==> src/common/cmr_pkg.sv <==
// Constants and carrier types for the card machine ready and check logic.
// Assumes a single 100 MHz clock and a plain strobe-style register port.
// Function
// - Print start with no card at preprint is accepted but not performed.
// - Printer accepts 63 codes: blank 0x40, digits 0xf0-0xf9, letters, specials.
// - Card motion same with or without print; card halts at print, then stacks.
// - With level 6 enabled, either feed going ready requests an interrupt.
// - Stacker, covers, interlock, chip box, hand wheel, stop raise attention; blocks ready.
// - Attention drops both feeds from ready and raises summary I/O check.
// - Mispositioned card, covers opened running, or malfunction set feed check.
// - Feed check drops both ready states and raises summary I/O check.
// - Clutch, drum write/erase or timing pulse faults set machine check.
// - Machine check drops both ready states and raises summary I/O check.
// - Read error or invalid code sets read check; invalid code delivers 0x00.
// - Punch error sets punch check; read or punch check raises I/O check.
// - Read/punch checks clear by sense after start, check reset, or runout key.
// - Feed ready needs power, cards, no hopper/attention/feed/machine check, no stop.
// - Start sets ready feeds; run-in feeds one secondary and two primary cards.
// - Primary and secondary feed control operate independently; a hopper check on either feed drops both ready states.
// - Start restores feed ready after a corrected hopper check.
// - Card misfeed sets that hopper's check; clearing needs no runout.
// - Stop removes ready; running operations finish before the machine halts.
// - Hopper, print, adapter checks or no-op bit also raise I/O check.
package cmr_pkg;
    localparam logic [3:0] ADDR_CTRL = 4'h0;
    localparam logic [3:0] ADDR_STATUS = 4'h1;
    localparam logic [3:0] ADDR_SENSE = 4'h2;
    localparam logic [3:0] ADDR_CMD = 4'h3;
    localparam logic [3:0] ADDR_CHAR = 4'h4;
    // Control register bits
    localparam int CTRL_INTEN = 0;
    // Command register bits (write one pulses)
    localparam int CMD_START = 0;
    localparam int CMD_STOP = 1;
    localparam int CMD_CHKRST = 2;
    localparam int CMD_RUNOUT = 3;
    localparam int CMD_SIO_PRINT = 4;
    localparam int CMD_SIO_PUNCH = 5;
    localparam int CMD_SENSE_RP = 6;
    localparam int CMD_SIO_READ = 7;
    localparam logic [7:0] CODE_BLANK = 8'h40;
    localparam logic [7:0] CODE_DIGIT_LO = 8'hf0;
    localparam logic [7:0] CODE_DIGIT_HI = 8'hf9;
    localparam logic [7:0] CODE_INVALID_DATA = 8'h00;
    localparam logic [1:0] RUNIN_PRI_CARDS = 2'h2;
    localparam logic [1:0] RUNIN_SEC_CARDS = 2'h1;

    typedef struct packed {
        logic attnCause;
        logic feedFault;
        logic machFault;
        logic readErr;
        logic punchErr;
        logic priMisfeed;
        logic secMisfeed;
        logic printChk;
        logic adapterChk;
    } cmr_fault_t;

    typedef struct packed {
        logic powerOn;
        logic priPreread;
        logic priHopper;
        logic secPreread;
        logic secHopper;
        logic lastCard;
        logic opBusy;
        logic prePrint;
    } cmr_mach_t;
endpackage

==> src/hdl/cmr_ready_check.sv <==
// Ready, check and status logic of the card read/punch/print machine.
// Assumes machine sensors synchronous to clk and a strobe register port.
//
// Our own choices: strobed register access and the address map.
`timescale 1ns/1ps
module cmr_ready_check
    import cmr_pkg::*;
(
    // Clock and reset
    input wire logic clk,
    input wire logic arst_n,
    // Register port
    input wire logic [3:0] addr,
    input wire logic [7:0] wrData,
    input wire logic wrStb,
    input wire logic rdStb,
    output logic [7:0] rdData,
    // Machine conditions
    input wire cmr_fault_t fault,
    input wire cmr_mach_t mach,
    input wire logic invalidCode,
    input wire logic [7:0] colData,
    input wire logic [7:0] printChar,
    // Outputs to machine and processing unit
    output logic priReady,
    output logic secReady,
    output logic ioCheck,
    output logic attention,
    output logic irqReq,
    output logic printGo,
    output logic printCharOk,
    output logic [7:0] storeData,
    output logic machineHalt,
    output logic [1:0] priFeedCount,
    output logic [1:0] secFeedCount
);
    typedef struct packed {
        logic intEn;
        logic priRdy;
        logic secRdy;
        logic stopped;
        logic stopPending;
        logic feedChk;
        logic machChk;
        logic readChk;
        logic punchChk;
        logic priHopChk;
        logic secHopChk;
        logic noOp;
        logic sioSeen;
        logic irq;
        logic print;
        logic [1:0] priFeed;
        logic [1:0] secFeed;
        logic [7:0] store;
        logic [7:0] rd;
    } cmr_state_t;

    cmr_state_t r;
    cmr_state_t next_r;
    logic priOk;
    logic secOk;
    logic chkBlock;
    logic sum;
    logic cmdStrobe;
    logic [7:0] cmd;

    // ========================================================
    // Combinational decode
    assign cmdStrobe = wrStb && (addr == ADDR_CMD);
    assign cmd = cmdStrobe ? wrData : 8'h00;
    assign attention = fault.attnCause;

    // Feed conditions, each feed judged on its own path; the checks and the stop
    // are folded in later, as they will stand after the coming edge
    assign priOk = mach.powerOn
        && (mach.lastCard || (mach.priPreread && mach.priHopper));
    assign secOk = mach.powerOn
        && (mach.lastCard || (mach.secPreread && mach.secHopper));

    // Summary check: any latched check or attention lights it at once
    assign sum = attention || r.feedChk || r.machChk || r.readChk || r.punchChk
        || r.priHopChk || r.secHopChk || fault.printChk || fault.adapterChk
        || r.noOp;

    // Accepted print codes: blank, digits, letters and specials
    always_comb
    begin
        printCharOk = 1'b0;
        if (printChar == CODE_BLANK) printCharOk = 1'b1;
        if (printChar >= CODE_DIGIT_LO && printChar <= CODE_DIGIT_HI) printCharOk = 1'b1;
        if (printChar[7:6] == 2'b11 && printChar[3:0] >= 4'h1 && printChar[3:0] <= 4'h9
            && printChar[5:4] != 2'b11 && !(printChar[5:4] == 2'b10 && printChar[3:0] == 4'h1))
            printCharOk = 1'b1;
        // Rows 5 to 7 of specials; row 6 starts one code later, so 0x6a is refused
        if (printChar[7:6] == 2'b01 && printChar[5:4] != 2'b00 && printChar[3:0] >= 4'ha
            && printChar != 8'h6a) printCharOk = 1'b1;
        if (printChar[7:6] == 2'b01 && printChar[5:4] == 2'b00 && printChar[3:0] >= 4'ha
            && printChar[3:0] <= 4'hf) printCharOk = 1'b1;
        if (printChar == 8'h50 || printChar == 8'h60 || printChar == 8'h61)
            printCharOk = 1'b1;
    end

    // ========================================================
    // Next state
    always_comb
    begin
        next_r = r;
        next_r.irq = 1'b0;
        next_r.print = 1'b0;
        next_r.rd = 8'h00;
        // Config write
        if (wrStb && addr == ADDR_CTRL) next_r.intEn = wrData[CTRL_INTEN];
        // Stop: drop ready at once, halt only once the running op finishes
        if (cmd[CMD_STOP])
        begin
            next_r.stopped = 1'b1;
            next_r.stopPending = 1'b1;
        end
        if (r.stopPending && !mach.opBusy) next_r.stopPending = 1'b0;
        // Start clears stop and hopper checks, then run-in feeds
        if (cmd[CMD_START])
        begin
            next_r.stopped = cmd[CMD_STOP];
            next_r.priHopChk = 1'b0;
            next_r.secHopChk = 1'b0;
            if (!r.priRdy) next_r.priFeed = RUNIN_PRI_CARDS;
            if (!r.secRdy) next_r.secFeed = RUNIN_SEC_CARDS;
        end
        else
        begin
            if (r.priFeed != 2'h0) next_r.priFeed = r.priFeed - 2'h1;
            if (r.secFeed != 2'h0) next_r.secFeed = r.secFeed - 2'h1;
        end
        // Runout key and check reset; sense after a start clears read/punch
        if (cmd[CMD_RUNOUT])
        begin
            next_r.feedChk = 1'b0;
            next_r.machChk = 1'b0;
        end
        if (cmd[CMD_RUNOUT] || cmd[CMD_CHKRST] || (cmd[CMD_SENSE_RP] && r.sioSeen))
        begin
            next_r.readChk = 1'b0;
            next_r.punchChk = 1'b0;
            next_r.sioSeen = 1'b0;
        end
        if (cmd[CMD_CHKRST]) next_r.noOp = 1'b0;
        if (cmd[CMD_SIO_READ] || cmd[CMD_SIO_PUNCH] || cmd[CMD_SIO_PRINT]) next_r.sioSeen = 1'b1;
        // Print start: accepted always, run only with a card at preprint
        if (cmd[CMD_SIO_PRINT])
        begin
            next_r.print = mach.prePrint;
            if (!mach.prePrint) next_r.noOp = 1'b1;
        end
        // Sticky checks: set wins over any clear above
        if (fault.feedFault || (fault.attnCause && mach.opBusy)) next_r.feedChk = 1'b1;
        if (fault.machFault) next_r.machChk = 1'b1;
        if (fault.readErr || invalidCode) next_r.readChk = 1'b1;
        if (fault.punchErr) next_r.punchChk = 1'b1;
        if (fault.priMisfeed) next_r.priHopChk = 1'b1;
        if (fault.secMisfeed) next_r.secHopChk = 1'b1;
        next_r.store = invalidCode ? CODE_INVALID_DATA : colData;
        // Ready: set by start, held while allowed, dropped otherwise. Checks are taken as
        // they will stand next cycle: a fault drops ready at once, start clears a hopper check
        chkBlock = next_r.priHopChk || next_r.secHopChk || attention || next_r.feedChk
            || next_r.machChk || next_r.stopped;
        next_r.priRdy = priOk && !chkBlock && (r.priRdy || cmd[CMD_START]);
        next_r.secRdy = secOk && !chkBlock && (r.secRdy || cmd[CMD_START]);
        if (cmd[CMD_STOP])
        begin
            next_r.priRdy = 1'b0;
            next_r.secRdy = 1'b0;
        end
        // Interrupt on either feed turning ready
        next_r.irq = r.intEn && ((next_r.priRdy && !r.priRdy) || (next_r.secRdy && !r.secRdy));
        // Register reads
        if (rdStb)
        begin
            unique case (addr)
                ADDR_CTRL: next_r.rd = {7'h00, r.intEn};
                ADDR_STATUS: next_r.rd = {r.stopPending, sum, attention, r.stopped,
                    r.secHopChk, r.priHopChk, r.secRdy, r.priRdy};
                ADDR_SENSE: next_r.rd = {2'h0, r.noOp, r.sioSeen, r.punchChk, r.readChk,
                    r.machChk, r.feedChk};
                default: next_r.rd = 8'h00;
            endcase
        end
    end

    // ========================================================
    // State register
    always_ff @(posedge clk or negedge arst_n)
    begin
        if (!arst_n) r <= '0;
        else r <= next_r;
    end

    assign rdData = r.rd;
    assign priReady = r.priRdy;
    assign secReady = r.secRdy;
    assign ioCheck = sum;
    assign irqReq = r.irq;
    assign printGo = r.print;
    assign storeData = r.store;
    assign machineHalt = r.stopped && !r.stopPending;
    assign priFeedCount = r.priFeed;
    assign secFeedCount = r.secFeed;

    // ========================================================
    // Checks
    property p_attn_drops;
        @(posedge clk) disable iff (!arst_n) attention |=> !priReady && !secReady;
    endproperty
    a_attn_drops: assert property (p_attn_drops) else $error("ready during attention");

    property p_feed_sum;
        @(posedge clk) disable iff (!arst_n) fault.feedFault |=> ioCheck && !priReady;
    endproperty
    a_feed_sum: assert property (p_feed_sum) else $error("feed check missed");

    property p_mach;
        @(posedge clk) disable iff (!arst_n) fault.machFault |=> ioCheck ##1 !secReady;
    endproperty
    a_mach: assert property (p_mach) else $error("machine check missed");

    property p_inv;
        @(posedge clk) disable iff (!arst_n) invalidCode |=> storeData == 8'h00 && ioCheck;
    endproperty
    a_inv: assert property (p_inv) else $error("invalid code not zeroed");

    property p_irq;
        @(posedge clk) disable iff (!arst_n) irqReq |-> $rose(priReady) || $rose(secReady);
    endproperty
    a_irq: assert property (p_irq) else $error("stray interrupt");

    property p_irq_pulse;
        @(posedge clk) disable iff (!arst_n) irqReq |=> !irqReq;
    endproperty
    a_irq_pulse: assert property (p_irq_pulse) else $error("interrupt not single");

    property p_stop;
        @(posedge clk) disable iff (!arst_n)
            (cmdStrobe && wrData[CMD_STOP]) |=> !priReady && !secReady;
    endproperty
    a_stop: assert property (p_stop) else $error("stop kept ready");

    property p_noprint;
        @(posedge clk) disable iff (!arst_n)
            (cmdStrobe && wrData[CMD_SIO_PRINT] && !mach.prePrint) |=> !printGo;
    endproperty
    a_noprint: assert property (p_noprint) else $error("print without card");

    // A start right after the misfeed may legally restore ready one cycle later
    property p_misfeed;
        @(posedge clk) disable iff (!arst_n)
            fault.priMisfeed |=> !priReady ##1 (!priReady || $past(cmd[CMD_START]));
    endproperty
    a_misfeed: assert property (p_misfeed) else $error("hopper check ignored");

    // Attention lights the summary check in the same cycle
    property p_attn_sum;
        @(posedge clk) disable iff (!arst_n)
            attention |-> ioCheck;
    endproperty
    a_attn_sum: assert property (p_attn_sum) else $error("attention without check");

    // Feed check drops the secondary feed as well
    property p_feed_sec;
        @(posedge clk) disable iff (!arst_n)
            fault.feedFault |=> !secReady;
    endproperty
    a_feed_sec: assert property (p_feed_sec) else $error("secondary kept ready");

    // Punch error lights the summary check
    property p_punch_sum;
        @(posedge clk) disable iff (!arst_n)
            fault.punchErr |=> ioCheck;
    endproperty
    a_punch_sum: assert property (p_punch_sum) else $error("punch check missed");

    // Read error latches the read check
    property p_read_set;
        @(posedge clk) disable iff (!arst_n)
            fault.readErr |=> r.readChk;
    endproperty
    a_read_set: assert property (p_read_set) else $error("read check missed");

    // Print start with a card waiting moves it through the print station
    property p_print_go;
        @(posedge clk) disable iff (!arst_n)
            (cmd[CMD_SIO_PRINT] && mach.prePrint) |=> printGo;
    endproperty
    a_print_go: assert property (p_print_go) else $error("print not started");

    // Valid columns pass through unchanged
    property p_store;
        @(posedge clk) disable iff (!arst_n)
            !invalidCode |=> storeData == $past(colData);
    endproperty
    a_store: assert property (p_store) else $error("column data altered");

    // Blank is always printable
    property p_blank;
        @(posedge clk) disable iff (!arst_n)
            printChar == CODE_BLANK |-> printCharOk;
    endproperty
    a_blank: assert property (p_blank) else $error("blank refused");

    // All ten digits are printable
    property p_digit;
        @(posedge clk) disable iff (!arst_n)
            (printChar >= CODE_DIGIT_LO && printChar <= CODE_DIGIT_HI) |-> printCharOk;
    endproperty
    a_digit: assert property (p_digit) else $error("digit refused");

    // Codes below the blank carry no symbol
    property p_low_code;
        @(posedge clk) disable iff (!arst_n)
            printChar[7:6] == 2'b00 |-> !printCharOk;
    endproperty
    a_low_code: assert property (p_low_code) else $error("low code accepted");

    // A print start without a card sets the no-op bit, which lights the summary check
    property p_noop_sum;
        @(posedge clk) disable iff (!arst_n)
            (cmd[CMD_SIO_PRINT] && !mach.prePrint) |=> ioCheck;
    endproperty
    a_noop_sum: assert property (p_noop_sum) else $error("no-op not flagged");

    // Secondary hopper misfeed lights the summary check and drops the feed
    property p_sec_hop;
        @(posedge clk) disable iff (!arst_n)
            fault.secMisfeed |=> ioCheck && !secReady;
    endproperty
    a_sec_hop: assert property (p_sec_hop) else $error("hopper check missed");

    // No power, no ready
    property p_power;
        @(posedge clk) disable iff (!arst_n)
            !mach.powerOn |=> !priReady && !secReady;
    endproperty
    a_power: assert property (p_power) else $error("ready without power");

    // Only a start makes the primary feed ready
    property p_pri_start;
        @(posedge clk) disable iff (!arst_n)
            (!priReady && !cmd[CMD_START]) |=> !priReady;
    endproperty
    a_pri_start: assert property (p_pri_start) else $error("primary ready uninvited");

    // Only a start makes the secondary feed ready
    property p_sec_start;
        @(posedge clk) disable iff (!arst_n)
            (!secReady && !cmd[CMD_START]) |=> !secReady;
    endproperty
    a_sec_start: assert property (p_sec_start) else $error("secondary ready uninvited");

    // A stop during a running operation does not halt at once
    property p_halt;
        @(posedge clk) disable iff (!arst_n)
            (cmd[CMD_STOP] && mach.opBusy) |=> !machineHalt;
    endproperty
    a_halt: assert property (p_halt) else $error("halted mid operation");

    // Every ready rise with interrupts enabled gives a request
    property p_irq_rise;
        @(posedge clk) disable iff (!arst_n)
            (($rose(priReady) || $rose(secReady)) && $past(r.intEn)) |-> irqReq;
    endproperty
    a_irq_rise: assert property (p_irq_rise) else $error("interrupt missed");

    // Runout clears read and punch checks unless a new error lands
    property p_runout;
        @(posedge clk) disable iff (!arst_n)
            (cmd[CMD_RUNOUT] && !fault.readErr && !fault.punchErr && !invalidCode)
            |=> !r.readChk && !r.punchChk;
    endproperty
    a_runout: assert property (p_runout) else $error("runout kept checks");

    // Run-in count steps down one card per cycle
    property p_feed_count;
        @(posedge clk) disable iff (!arst_n)
            (priFeedCount != 2'h0 && !cmd[CMD_START])
            |=> priFeedCount == $past(priFeedCount) - 2'h1;
    endproperty
    a_feed_count: assert property (p_feed_count) else $error("run-in count skipped");
endmodule
==> config.mk <==
export PLATFORM = sky130hd
export DESIGN_NAME = cmr_ready_check
export DESIGN_NICKNAME = d
export VERILOG_FILES = /design/src/common/cmr_pkg.sv /design/src/hdl/cmr_ready_check.sv
export SDC_FILE = /design/constraint.sdc
export NUM_CORES = 1
export LEC_CHECK = 0
export BUFFER_PORTS_ARGS = -buffer_cell sky130_fd_sc_hd__buf_2
export CORE_ASPECT_RATIO = 0.7
export CORE_MARGIN = 3
export CORE_UTILIZATION = 50
export CTS_CLUSTER_SIZE = 12
export DETAILED_ROUTE_END_ITERATION = 10
export GPL_TIMING_DRIVEN = 0
export PLACE_DENSITY = 0.84
export SLEW_MARGIN = 40
export SYNTH_ARGS = -nofsm -noshare
export SYNTH_HDL_FRONTEND = slang
export SYNTH_SLANG_ARGS = --single-unit
==> constraint.sdc <==
create_clock -name clk -period 2.4 [get_ports clk]
set_input_delay 0.12 -clock clk [delete_from_list [all_inputs] [get_ports clk]]
set_output_delay 0.12 -clock clk [all_outputs]
set_load 0.03 [all_outputs]
; ---- Word-level counts from Yosys, hierarchy flattened
; Index checks and enable logic that the tools add are counted.
[word_totals]
regBits = 35
in_bits = 50
out_inout_bits = 28
wordCells = 151
[classes]
add_sub_neg = 2
n_lt_le_gt_ge = 6
n_eq_ne = 15
n_mux = 34
reduce_logical = 75
[ops]
columns = operator, n
row1 = $eq 8x7->1 const B, 4
row2 = $logic_and 1x1->1, 29
row3 = $logic_or 1x1->1, 27
row4 = $mux 8, 3
row5 = $pmux 8 s3, 1
row6 = $mux 1, 20
row7 = $mux 2, 9
row8 = $reduce_bool 2->1, 9
row9 = $eq 4x1->1 const B, 2
row10 = $eq 4x2->1 const B, 2
row11 = $ge 8x8->1 const B, 1
row12 = $le 4x4->1 const B, 2
row13 = $le 8x8->1 const B, 1
row14 = $ne 8x7->1 const B, 1
row15 = $logic_not 1->1, 6
row16 = $ne 2x2->1 const B, 3
row17 = $eq 2x2->1 const B, 2
row18 = $ge 4x1->1 const B, 1
row19 = $ge 4x4->1 const B, 1
row20 = $logic_not 4->1, 1
row21 = $mux 4, 1
row22 = $reduce_and 2->1, 2
row23 = $sub 2x1->2 const B, 2
row24 = $eq 2x1->1 const B, 1
row25 = $logic_not 2->1, 1

; ---- Depth between registers and ports, before layout
; Gate-level depths: netlist of run 1.
[logic_depth]
depth_word = 17
mapped_depth = 5
mapped_depth_nobuf = 5

; ---- Worst setup path before layout of run 1
; OpenSTA, ideal clock, no wires.
[synth_timing]
path_type = reg2reg
from = register r[29] (netlist name)
to = register r, in the netlist rdData[6]
setup_time_ns = 0.120
arrival_ns = 1.267
required_time_ns = 2.280
setup_slack_ns = 1.013
path_stages_with_launch = 4
path_buffers = 0
period_less_slack_ns = 1.387
cell_sequence = dfrtp_1 -> or2_2 -> nand3b_1 -> and3_1
[synth_rtl]
columns = element, line_no
row1 = from (decl), cmr_ready_check.sv:59  ; cmr_state_t r;
row2 = from (signal assigned), cmr_ready_check.sv:195  ; else r <= next_r;

; ---- Worst setup path in the final report of run 1
[layout_timing]
from = register r[29] (netlist name)
to = output port ioCheck
[layout_via]
elab_chain_len = 9
[layout_lines]
columns = element, line_no
row1 = $logic_or 1x1->1 (4 in a row), cmr_ready_check.sv:82  ; assign sum = attention || r.feedChk || r.machChk || r.readChk || r.punchChk
row2 = $logic_or 1x1->1 (4 in a row), cmr_ready_check.sv:83  ; || r.priHopChk || r.secHopChk || fault.printChk || fault.adapterChk
row3 = $logic_or 1x1->1, cmr_ready_check.sv:84  ; || r.noOp;
row4 = to (decl), cmr_ready_check.sv:27  ; output logic ioCheck,
; No other way between the ends.

==> out/metrics.csv, run 1 <==
metric,value,unit
n_diodes,0,
Syn Nets,223,
"EDFF count, synth",0,
Max Slew Vio Count,0,
status,completed,
initial core utilization,54.1,%
synth unique cells,40,
Post-Syn Area,1760,um^2
Worst R2R Setup Slack,1.07,ns
CTS Buf Count,5,
Internal,1140,uW
Die Area,4280,um^2
yosys warns,0,
first-pass GRT wire length,6580,um
Clk pwr share,28.1,%
clk_skew,0.00726,ns
max_slew headroom,71.6,%
vias in the first global route,1459,
Hold Path Class,input port to flop,
CP Cell Sequence,or2_2 > nand3b_1 > buf_2,
post-synthesis instance total,171,
initial DRC count,109,
"Power, Total",1670,uW
Vias/cell,4.95,
Fin. Hold Viols,0,
per-cell routed wire length,12.8,um
row count,17,
CP max stage delay,0.41,ns
Die X,76.9,um
Final setup viols,0,
layout cells sized above 1,46.7,%
Filler cells,240,
"Worst Path Class, Setup",flop to primary output,
CP endpoint kind,primary output,
top-count cell post-synth,dfrtp_1,
Syn-to-layout area delta,31.8,%
CTS Sinks,35,
Commonest cells post-synth,"35 x dfrtp_1, 21 x buf_4, 18 x nand2_1, 13 x nor2_1, 12 x nor2b_1",
post-route ant nets,0,
CP max stage cell,dfrtp_1,
Clock Path Buffers,2,
CTS tree,done,
synthesized flop and latch total,35,
port bufs,77,
crit-path max FO,3,
area fraction of the dominant cell type after synthesis,49.8,%
H-tree levels,2,
Startpoint Class,flop,
PwrDens,720,nW/um^2
R2R Path Start,r[29],
Switching Fraction,31.6,%
setup repair after global routing missed its margin,no,
Max Clock Freq,649,MHz
post-synthesis sequential area ratio,49.8,%
Congestion Overflow GR,0,
clk_lat worst skew,0.29,ns
clock slew at reported path FFs,0.07,ns
DRC,0,
switching power total,528,uW
period utilization,64.2,%
syn_area_per_cell,10.3,um^2
Via Count,1504,
initial antenna violation count,0,
Resize count post-CTS,0,
Final Wtd Congestion,0.753,
crit path from,r[29],
worst slew pin tran,0.426,ns
worst setup path endpoint,ioCheck,
combinational fraction of design power,30.2,%
clk root buf,clkbuf_8,
Flop pwr share,41.7,%
r2r worst-path depth,3,
capture point of the worst reg-to-reg path,irqReq,
top post-synthesis cells by area,"dfrtp_1 50%, buf_4 9.0%, nor2b_1 4.3%",
Peak VDD IR,0.491,mV
First-pass DRT Iterations,5,
Tot GR Track Use,19.5,%
number of nets in the layout,308,
fraction of registers with async set/reset,100,%
DRT Wirelength,3890,um
I/O pin total,78,
hpwl dp,3090,um
critical path data required time,2.28,ns
arrival time at the worst endpoint,1.42,ns
largest net degree at the start of global routing,36,
main flop type after synthesis,dfrtp_1,
minimum clock period,1.54,ns
total negative slack,0,ns
Synth area leader,dfrtp_1,
Core Region,3250,um^2
Static Leak,0.00122,uW
Die Y,55.6,um
Max Cap Viol,0,
[flip-flops by register name, summed over array words and instances, names as in the netlist]
signal	count
printGo	1
secReady	1
priFeedCount	2
secFeedCount	2
r	11
storeData	8
rdData	8
priReady	1
irqReq	1
[layer usage]
layer / vias up / track usage (%) / routed length, um / share of wire, %
li1: 742 / - / - / -
met1: 692 / 25.7 / 1710 / 44
met2: 63 / 31.1 / 1830 / 47
met3: 7 / 5.34 / 296 / 7.6
met4: 0 / 6.20 / 54 / 1.4
met5: - / 0 / 0 / 0
[per-stage QoR]
| stage | area, um^2 | hold WS, ns | util [%] | instances | setup slack [ns] |
|---|---|---|---|---|---|
| 2_1_floorplan | 1760 | -0.176 | - | 171 | 1.01 |
| 3_3_place_gp | 2200 | 0.228 | 67.7 | 295 | 1.06 |
| 3_5_place_dp | 2200 | 0.236 | 67.7 | 295 | 1.00 |
| 4_1_cts | 2320 | 0.0145 | 71.2 | 304 | 0.861 |
| 5_1_grt | 2320 | 0.0263 | 71.3 | 304 | 0.793 |
| 6_report | 2320 | 0.0144 | 71.3 | 304 | 0.859 |
[how the worst min path moves through the flow]
stage | start | end | slack (ns) | depth (start not counted)
6_report | fault[4] | r[26] | 0.01 | 2
3_5_place_dp | arst_n | rdData[2] | 0.24 | 1
2_1_floorplan | arst_n | irqReq | -0.18 | 0
5_1_grt | fault[4] | r[26] | 0.03 | 2
3_3_place_gp | arst_n | rdData[4] | 0.23 | 1
4_1_cts | mach[0] | r[23] | 0.01 | 2
[critical path, delay by kind of cell, from the launching register on]
kind,cells,cell delay [ns]
AND/OR/NAND/NOR,2,0.52
flip-flops,1,0.41
buffers and inverters,1,0.20
[what timing repair did]
| item | in CTS | in global routing |
|---|---|---|
| setup buffers | 0 | 0 |
| endpoints found under the hold margin | 35 | 0 |
| hold buffers | 1 | 0 |
[cell usage in the layout (no fill, tap or decap), types with 2 or more instances in the layout]
master / count
buf_2: 77
dfrtp_1: 35
buf_4: 22
nand2_1: 18
nor2_1: 13
nor2b_1: 12
a21oi_1: 8
clkbuf_8: 7
inv_1: 6
a22oi_1: 5
mux2i_1: 5
o21ai_0: 5
a21o_1: 4
nor4_1: 3
nand3b_1: 2
and2_4: 2
nor3_1: 2
and2_2: 2
and3_1: 2
a211o_1: 2
a2bb2oi_1: 2
ha_1: 2
[area by class of cell]
type	count	area, um^2	share of cell area, %
buffer	23	174	7.49
timing repair buffer	78	398	17.1
clock buffer	7	96.3	4.15
sequential	35	876	37.7
clock inverter	1	7.51	0.323
multi-input combinational	107	688	29.6
inverter	6	22.5	0.970
tap	47	58.8	2.53
[power groups by stage]
stage / Sequential (uW) / Combinational, uW / Clock (uW)
global placement: 705 / 489 / 0
floorplan: 695 / 359 / 0
CTS: 696 / 513 / 474
global route: 703 / 559 / 504
finish: 696 / 505 / 469
detailed placement: 708 / 507 / 0
[kinds of logic (layout without fill, tap and decap cells)]
group,Yosys count,in the layout,synth area share (%)
compound gates,33,33,13.2
fa+ha+maj,2,2,1.42
buf+inv,29,115,11.2
flops,35,35,49.8
mux,6,6,3.48
simple gates,66,66,21.0
Note: power is estimated with default switching activity, not from simulation.
==> run 2, diff against run 1 <==
- ABC_AREA: default -> 1
- CORE_UTILIZATION: 50 -> 43
- PLACE_DENSITY: 0.84 -> 0.76
- clock period: 2.4 -> 1.4 ns (I/O delays scaled with it)
==> run 2 against run 1 <==
  * Clock power increased by 73%
  * Global-route usage shrank 1.9 points
  * First-iteration DRC count is 28% lower
  * Clock-buffer cell count unchanged
  * Register-to-register slack worse by 0.90 ns
  * Critical path depth unchanged
  * Total power grew 72%
  * Worst setup slack worse by 0.86 ns
  * Combinational power grew 72%
  * Largest cell class unchanged
  * Highest routed layer unchanged
==> out/metrics.csv, run 2 <==
metric,value,unit
Max Slew Vio Count,0,
initial DRC count,79,
clk root buf,clkbuf_8,
CTS tree,done,
combined flip-flop and latch cell area,876,um^2
synth unique cells,28,
Die X,83.7,um
met2 GRT Util,28.8,%
clk_lat worst skew,0.29,ns
First-pass DRT Iterations,4,
Syn-to-layout area delta,40.4,%
n_diodes,0,
fraction of registers with async set/reset,100,%
yosys warns,0,
Core Region,3990,um^2
Area after DPL,2260,um^2
PwrDens,1120,nW/um^2
combinational fraction of design power,30.3,%
"EDFF count, synth",0,
met1 Usage GRT,23.1,%
global routing usage on met3,5.29,%
port bufs,76,
Max Clock Freq,716,MHz
initial antenna violation count,0,
CTS Buf Count,5,
initial core utilization,45.5,%
H-tree levels,2,
Startpoint Class,flop,
syn_area_per_cell,8.26,um^2
max_slew headroom,60.4,%
Static Leak,0.00144,uW
area of the multi-input gates,614,um^2
clk_skew,0.00204,ns
arrival time at the worst endpoint,1.33,ns
worst slew pin tran,0.590,ns
Commonest cells post-synth,"44 x inv_1, 40 x nand2_1, 35 x dfrtp_1, 21 x buf_4, 19 x nor2_1",
Peak VDD IR,0.589,mV
row count,19,
DRC,0,
Clock Path Buffers,2,
"Worst Path Class, Setup",flop to primary output,
WHS,0.0121,ns
area fraction of the dominant cell type after synthesis,48.2,%
Vias/cell,4.34,
Final Wtd Congestion,0.852,
layout cells sized above 1,38.8,%
top post-synthesis cells by area,"dfrtp_1 48%, inv_1 9.1%, buf_4 8.7%",
Max Cap Viol,0,
DRT Wirelength,4110,um
Die Y,60.4,um
synthesized flop and latch total,35,
status,completed,
I/O pin total,78,
hpwl dp,3080,um
Largest register FFs,11,
number of nets in the layout,373,
vias in the first global route,1515,
Hold Path Class,input port to flop,
Synth area leader,dfrtp_1,
Via Count,1622,
first-pass GRT wire length,6830,um
Internal,1930,uW
final worst slack,0.00258,ns
Top reg by flops,r,
post-synthesis sequential area ratio,48.2,%
Fin. Hold Viols,0,
setup repair after global routing missed its margin,yes,
period utilization,99.8,%
Filler cells,331,
crit-path max FO,2,
clock slew at reported path FFs,0.07,ns
post-synthesis instance total,220,
Final setup viols,0,
Switching Fraction,32.6,%
Final Util,63.9,%
main flop type after synthesis,dfrtp_1,
Clk pwr share,28.3,%
switching power total,937,uW
Flop pwr share,41.4,%
minimum clock period,1.40,ns
largest net degree at the start of global routing,36,
CTS Sinks,35,
Congestion Overflow GR,0,
Final Cell Area,2550,um^2
Syn Nets,272,
GR peak layer,met2,
CP endpoint kind,primary output,
per-cell routed wire length,11.0,um
post-route ant nets,0,
Tot GR Track Use,17.6,%
critical path data required time,1.33,ns
Die Area,5060,um^2
"commonest non-fill, non-tap cell in the layout",buf_2,
Post-Syn Area,1820,um^2
"commonest non-fill, non-tap cells in the layout","74 x buf_2, 44 x inv_1, 40 x nand2_1",
pre-CTS setup slack,0.107,ns
"Power, Total",2870,uW
top-count cell post-synth,inv_1,
==> run 2: cell families after synthesis <==
kind of cell               Yosys count  synth area share, %
buffers and inverters               68                 18.4
adders and majority gates            2                 1.38
DFF                                 35                 48.2
AOI/OAI and AO/OA                   29                 9.02
and+or+nand+nor                     86                 23.1
==> run 2: power groups by stage <==
stage	clock network, uW	logic [uW]	registers (uW)
floorplan	0	608	1190
global placement	0	814	1200
detailed placement	0	843	1210
CTS	812	880	1190
global route	857	984	1200
finish	810	871	1190
==> run 2: what timing repair did <==
| item | 4_1_cts | 5_1_grt |
|---|---|---|
| buffers inserted | 4 | 0 |
| endpoints found under the hold margin | 49 | 0 |
| endpoints found under the setup margin | 1 | 1 |
| pin swaps | 3 | 1 |
| hold buffers | 14 | 0 |
| resized for setup | 3 | 0 |
==> run 2: through the flow <==
stage                     TNS (ns)  instances
after floorplan                  0        220
after global placement           0        348
after detailed placement         0        348
after CTS                        0        374
after global routing       -0.0553        374
final                            0        374
==> run 2: layout make-up <==
| class | instances | area share, % |
|---|---|---|
| Inverter | 46 | 6.76 |
| Multi-Input combinational cell | 117 | 24.1 |
| Timing Repair Buffer | 94 | 21.9 |
| Clock buffer | 7 | 3.77 |
| Tap cell | 52 | 2.55 |
| Sequential cell | 35 | 34.3 |
| Clock inverter | 1 | 0.294 |
| Buffer | 22 | 6.32 |
==> run 2: worst paths after layout <==
| path | startpoint | to | slack, ns | cells past startpoint |
|---|---|---|---|---|
| setup / recovery | r[25] | ioCheck | 0.003 | 3 |
| hold / removal | fault[6] | r[28] | 0.01 | 3 |
| setup reg to reg | r[25] | irqReq | 0.17 | 6 |
| hold reg to reg | secFeedCount[0] | secFeedCount[0] | 0.53 | 2 |
| max in group asynchronous | arst_n | secFeedCount[1] | 0.82 | 2 |
| min in group asynchronous | arst_n | printGo | 0.26 | 2 |
==> run 2: worst max-delay path, stage by stage (launching register included) <==
cell and delay [ns]:
dfrtp_1 0.40, nor4_2 0.25, nand4_1 0.20, buf_6 0.19
==> run 2: metal layers <==
metal  part of all wire [%]  wire length [um]
met1                     46              1890
met5                      0                 0
met2                     46              1910
met3                    6.4               264
met4                    1.2                48
==> run 3, diff against run 2 <==
- SETUP_SLACK_MARGIN: default -> 0.2
==> run 3 against run 2 <==
  * Sequential power about the same
  * Via count increased by 4.0%
  * Final cell count stayed put
  * Worst setup slack gained 0.0071 ns
  * Largest power group unchanged
==> out/metrics.csv, run 3 (synthesized netlist as in run 2, its figures left out) <==
metric,value,unit
vias in the first global route,1671,
Hold Path Class,input port to flop,
hpwl dp,3130,um
switching power total,940,uW
n_diodes,0,
final worst slack,0.00965,ns
clk root buf,clkbuf_8,
CTS tree,done,
max_slew headroom,71.9,%
Max Clock Freq,719,MHz
crit-path max FO,2,
arrival time at the worst endpoint,1.32,ns
Peak VDD IR,0.574,mV
CTS Buf Count,5,
"non-filler cells, final",374,
row count,19,
cell count after placement,348,
Flop pwr share,39.5,%
PwrDens,1150,nW/um^2
setup repair after global routing missed its margin,yes,
initial antenna violation count,0,
H-tree levels,2,
per-cell routed wire length,12.0,um
combined flip-flop and latch cell area,876,um^2
clock slew at reported path FFs,0.07,ns
minimum clock period,1.39,ns
Clock Path Buffers,2,
worst slew pin tran,0.422,ns
Internal,2070,uW
"Worst Path Class, Setup",flop to primary output,
status,completed,
Filler cells,320,
Top reg by flops,r,
clk_lat worst skew,0.28,ns
Max Cap Viol,0,
I/O pin total,78,
number of nets in the layout,373,
Die Y,60.4,um
Switching Fraction,31.2,%
Final Wtd Congestion,0.885,
First-pass DRT Iterations,4,
DRC,0,
Static Leak,0.00145,uW
"commonest non-fill, non-tap cells in the layout","73 x buf_2, 43 x inv_1, 37 x nand2_1",
period utilization,99.3,%
CTS Sinks,35,
Vias/cell,4.51,
"commonest non-fill, non-tap cell in the layout",buf_2,
first-pass GRT wire length,7270,um
Final setup viols,0,
pre-CTS setup slack,0.0957,ns
clk_skew,0.00339,ns
post-route ant nets,0,
DRT Wirelength,4480,um
initial DRC count,47,
Via Count,1687,
Tot GR Track Use,18.5,%
Largest register FFs,11,
Clk pwr share,30.9,%
Die Area,5060,um^2
Congestion Overflow GR,0,
initial core utilization,45.5,%
Die X,83.7,um
area of the multi-input gates,644,um^2
Core Region,3990,um^2
critical path data required time,1.33,ns
port bufs,76,
Max Slew Vio Count,0,
largest net degree at the start of global routing,36,
combinational fraction of design power,29.6,%
Startpoint Class,flop,
layout cells sized above 1,41.0,%
CP endpoint kind,primary output,
Syn-to-layout area delta,43.4,%
Fin. Hold Viols,0,
==> run 3: changes by cell type in the layout (fill, tap and decap cells not counted), moves of 2 or more <==
cell and delta:
nand2_1 -3, buf_6 +2, o21ai_0 -2, nand2_2 +3
o21ai_1 +2
==> run 3: worst max-delay path, stage by stage (launching register included) <==
cell and delay, ns:
dfrtp_1 0.40, nor4_2 0.22, nand4_1 0.21, buf_6 0.20
==> run 3: area by class of cell <==
type	count	share of cell area (%)
timing repair buffer	94	21.8
clock buffer	6	3.17
clock inverter	2	1.34
sequential	35	33.6
multi-input combinational	117	24.7
buffer	22	6.19
inverter	46	6.63
tap	52	2.50
==> run 3: stage by stage <==
| step | power (uW) | utilization (%) | TNS, ns | instance area (um^2) | hold slack (ns) |
|---|---|---|---|---|---|
| after global routing | 3200 | 65.3 | -0.0937 | 2610 | 0.0230 |
| final | 3010 | 65.3 | 0 | 2610 | 0.0202 |
| after global placement | 2010 | 56.7 | 0 | 2260 | 0.178 |
| after floorplan | 1790 | - | 0 | 1820 | -0.226 |
| after CTS | 3000 | 64.2 | 0 | 2560 | 0.00732 |
| after detailed placement | 2040 | 56.7 | 0 | 2260 | 0.180 |
==> run 3: power by group through the flow <==
| stage | Clock (uW) | Combinational (uW) | Sequential [uW] |
|---|---|---|---|
| after global placement | 0 | 815 | 1200 |
| after global routing | 986 | 1020 | 1200 |
| after CTS | 933 | 881 | 1180 |
| after floorplan | 0 | 608 | 1190 |
| after detailed placement | 0 | 841 | 1200 |
| final | 928 | 892 | 1190 |
==> run 3: repair_timing <==
item / CTS / global route
setup endpoints to repair: 1 / 9
hold buffers: 14 / 0
pin swaps: 3 / 7
buffers inserted: 4 / 0
gates resized for setup: 3 / 14
hold endpoints to repair: 48 / 0
==> run 3: path summary, 6_finish.rpt <==
path | slack [ns] | from | depth (start not counted) | end
max in group asynchronous | 0.83 | arst_n | 2 | rdData[7]
min | 0.02 | rdStb | 3 | rdData[0]
max reg2reg | 0.08 | r[24] | 6 | rdData[6]
min reg2reg | 0.53 | secFeedCount[0] | 2 | secFeedCount[0]
min in group asynchronous | 0.28 | arst_n | 2 | storeData[7]
max | 0.01 | r[24] | 3 | ioCheck
==> run 3: layer usage <==
layer	global-route usage [%]	vias to the layer above	share of wire, %	wire [um]
met1	22.8	750	44	1960
li1	-	862	-	-
met2	33.3	67	49	2200
met4	6.42	0	1.1	51
met5	0	-	0	0
met3	3.80	8	6.1	271
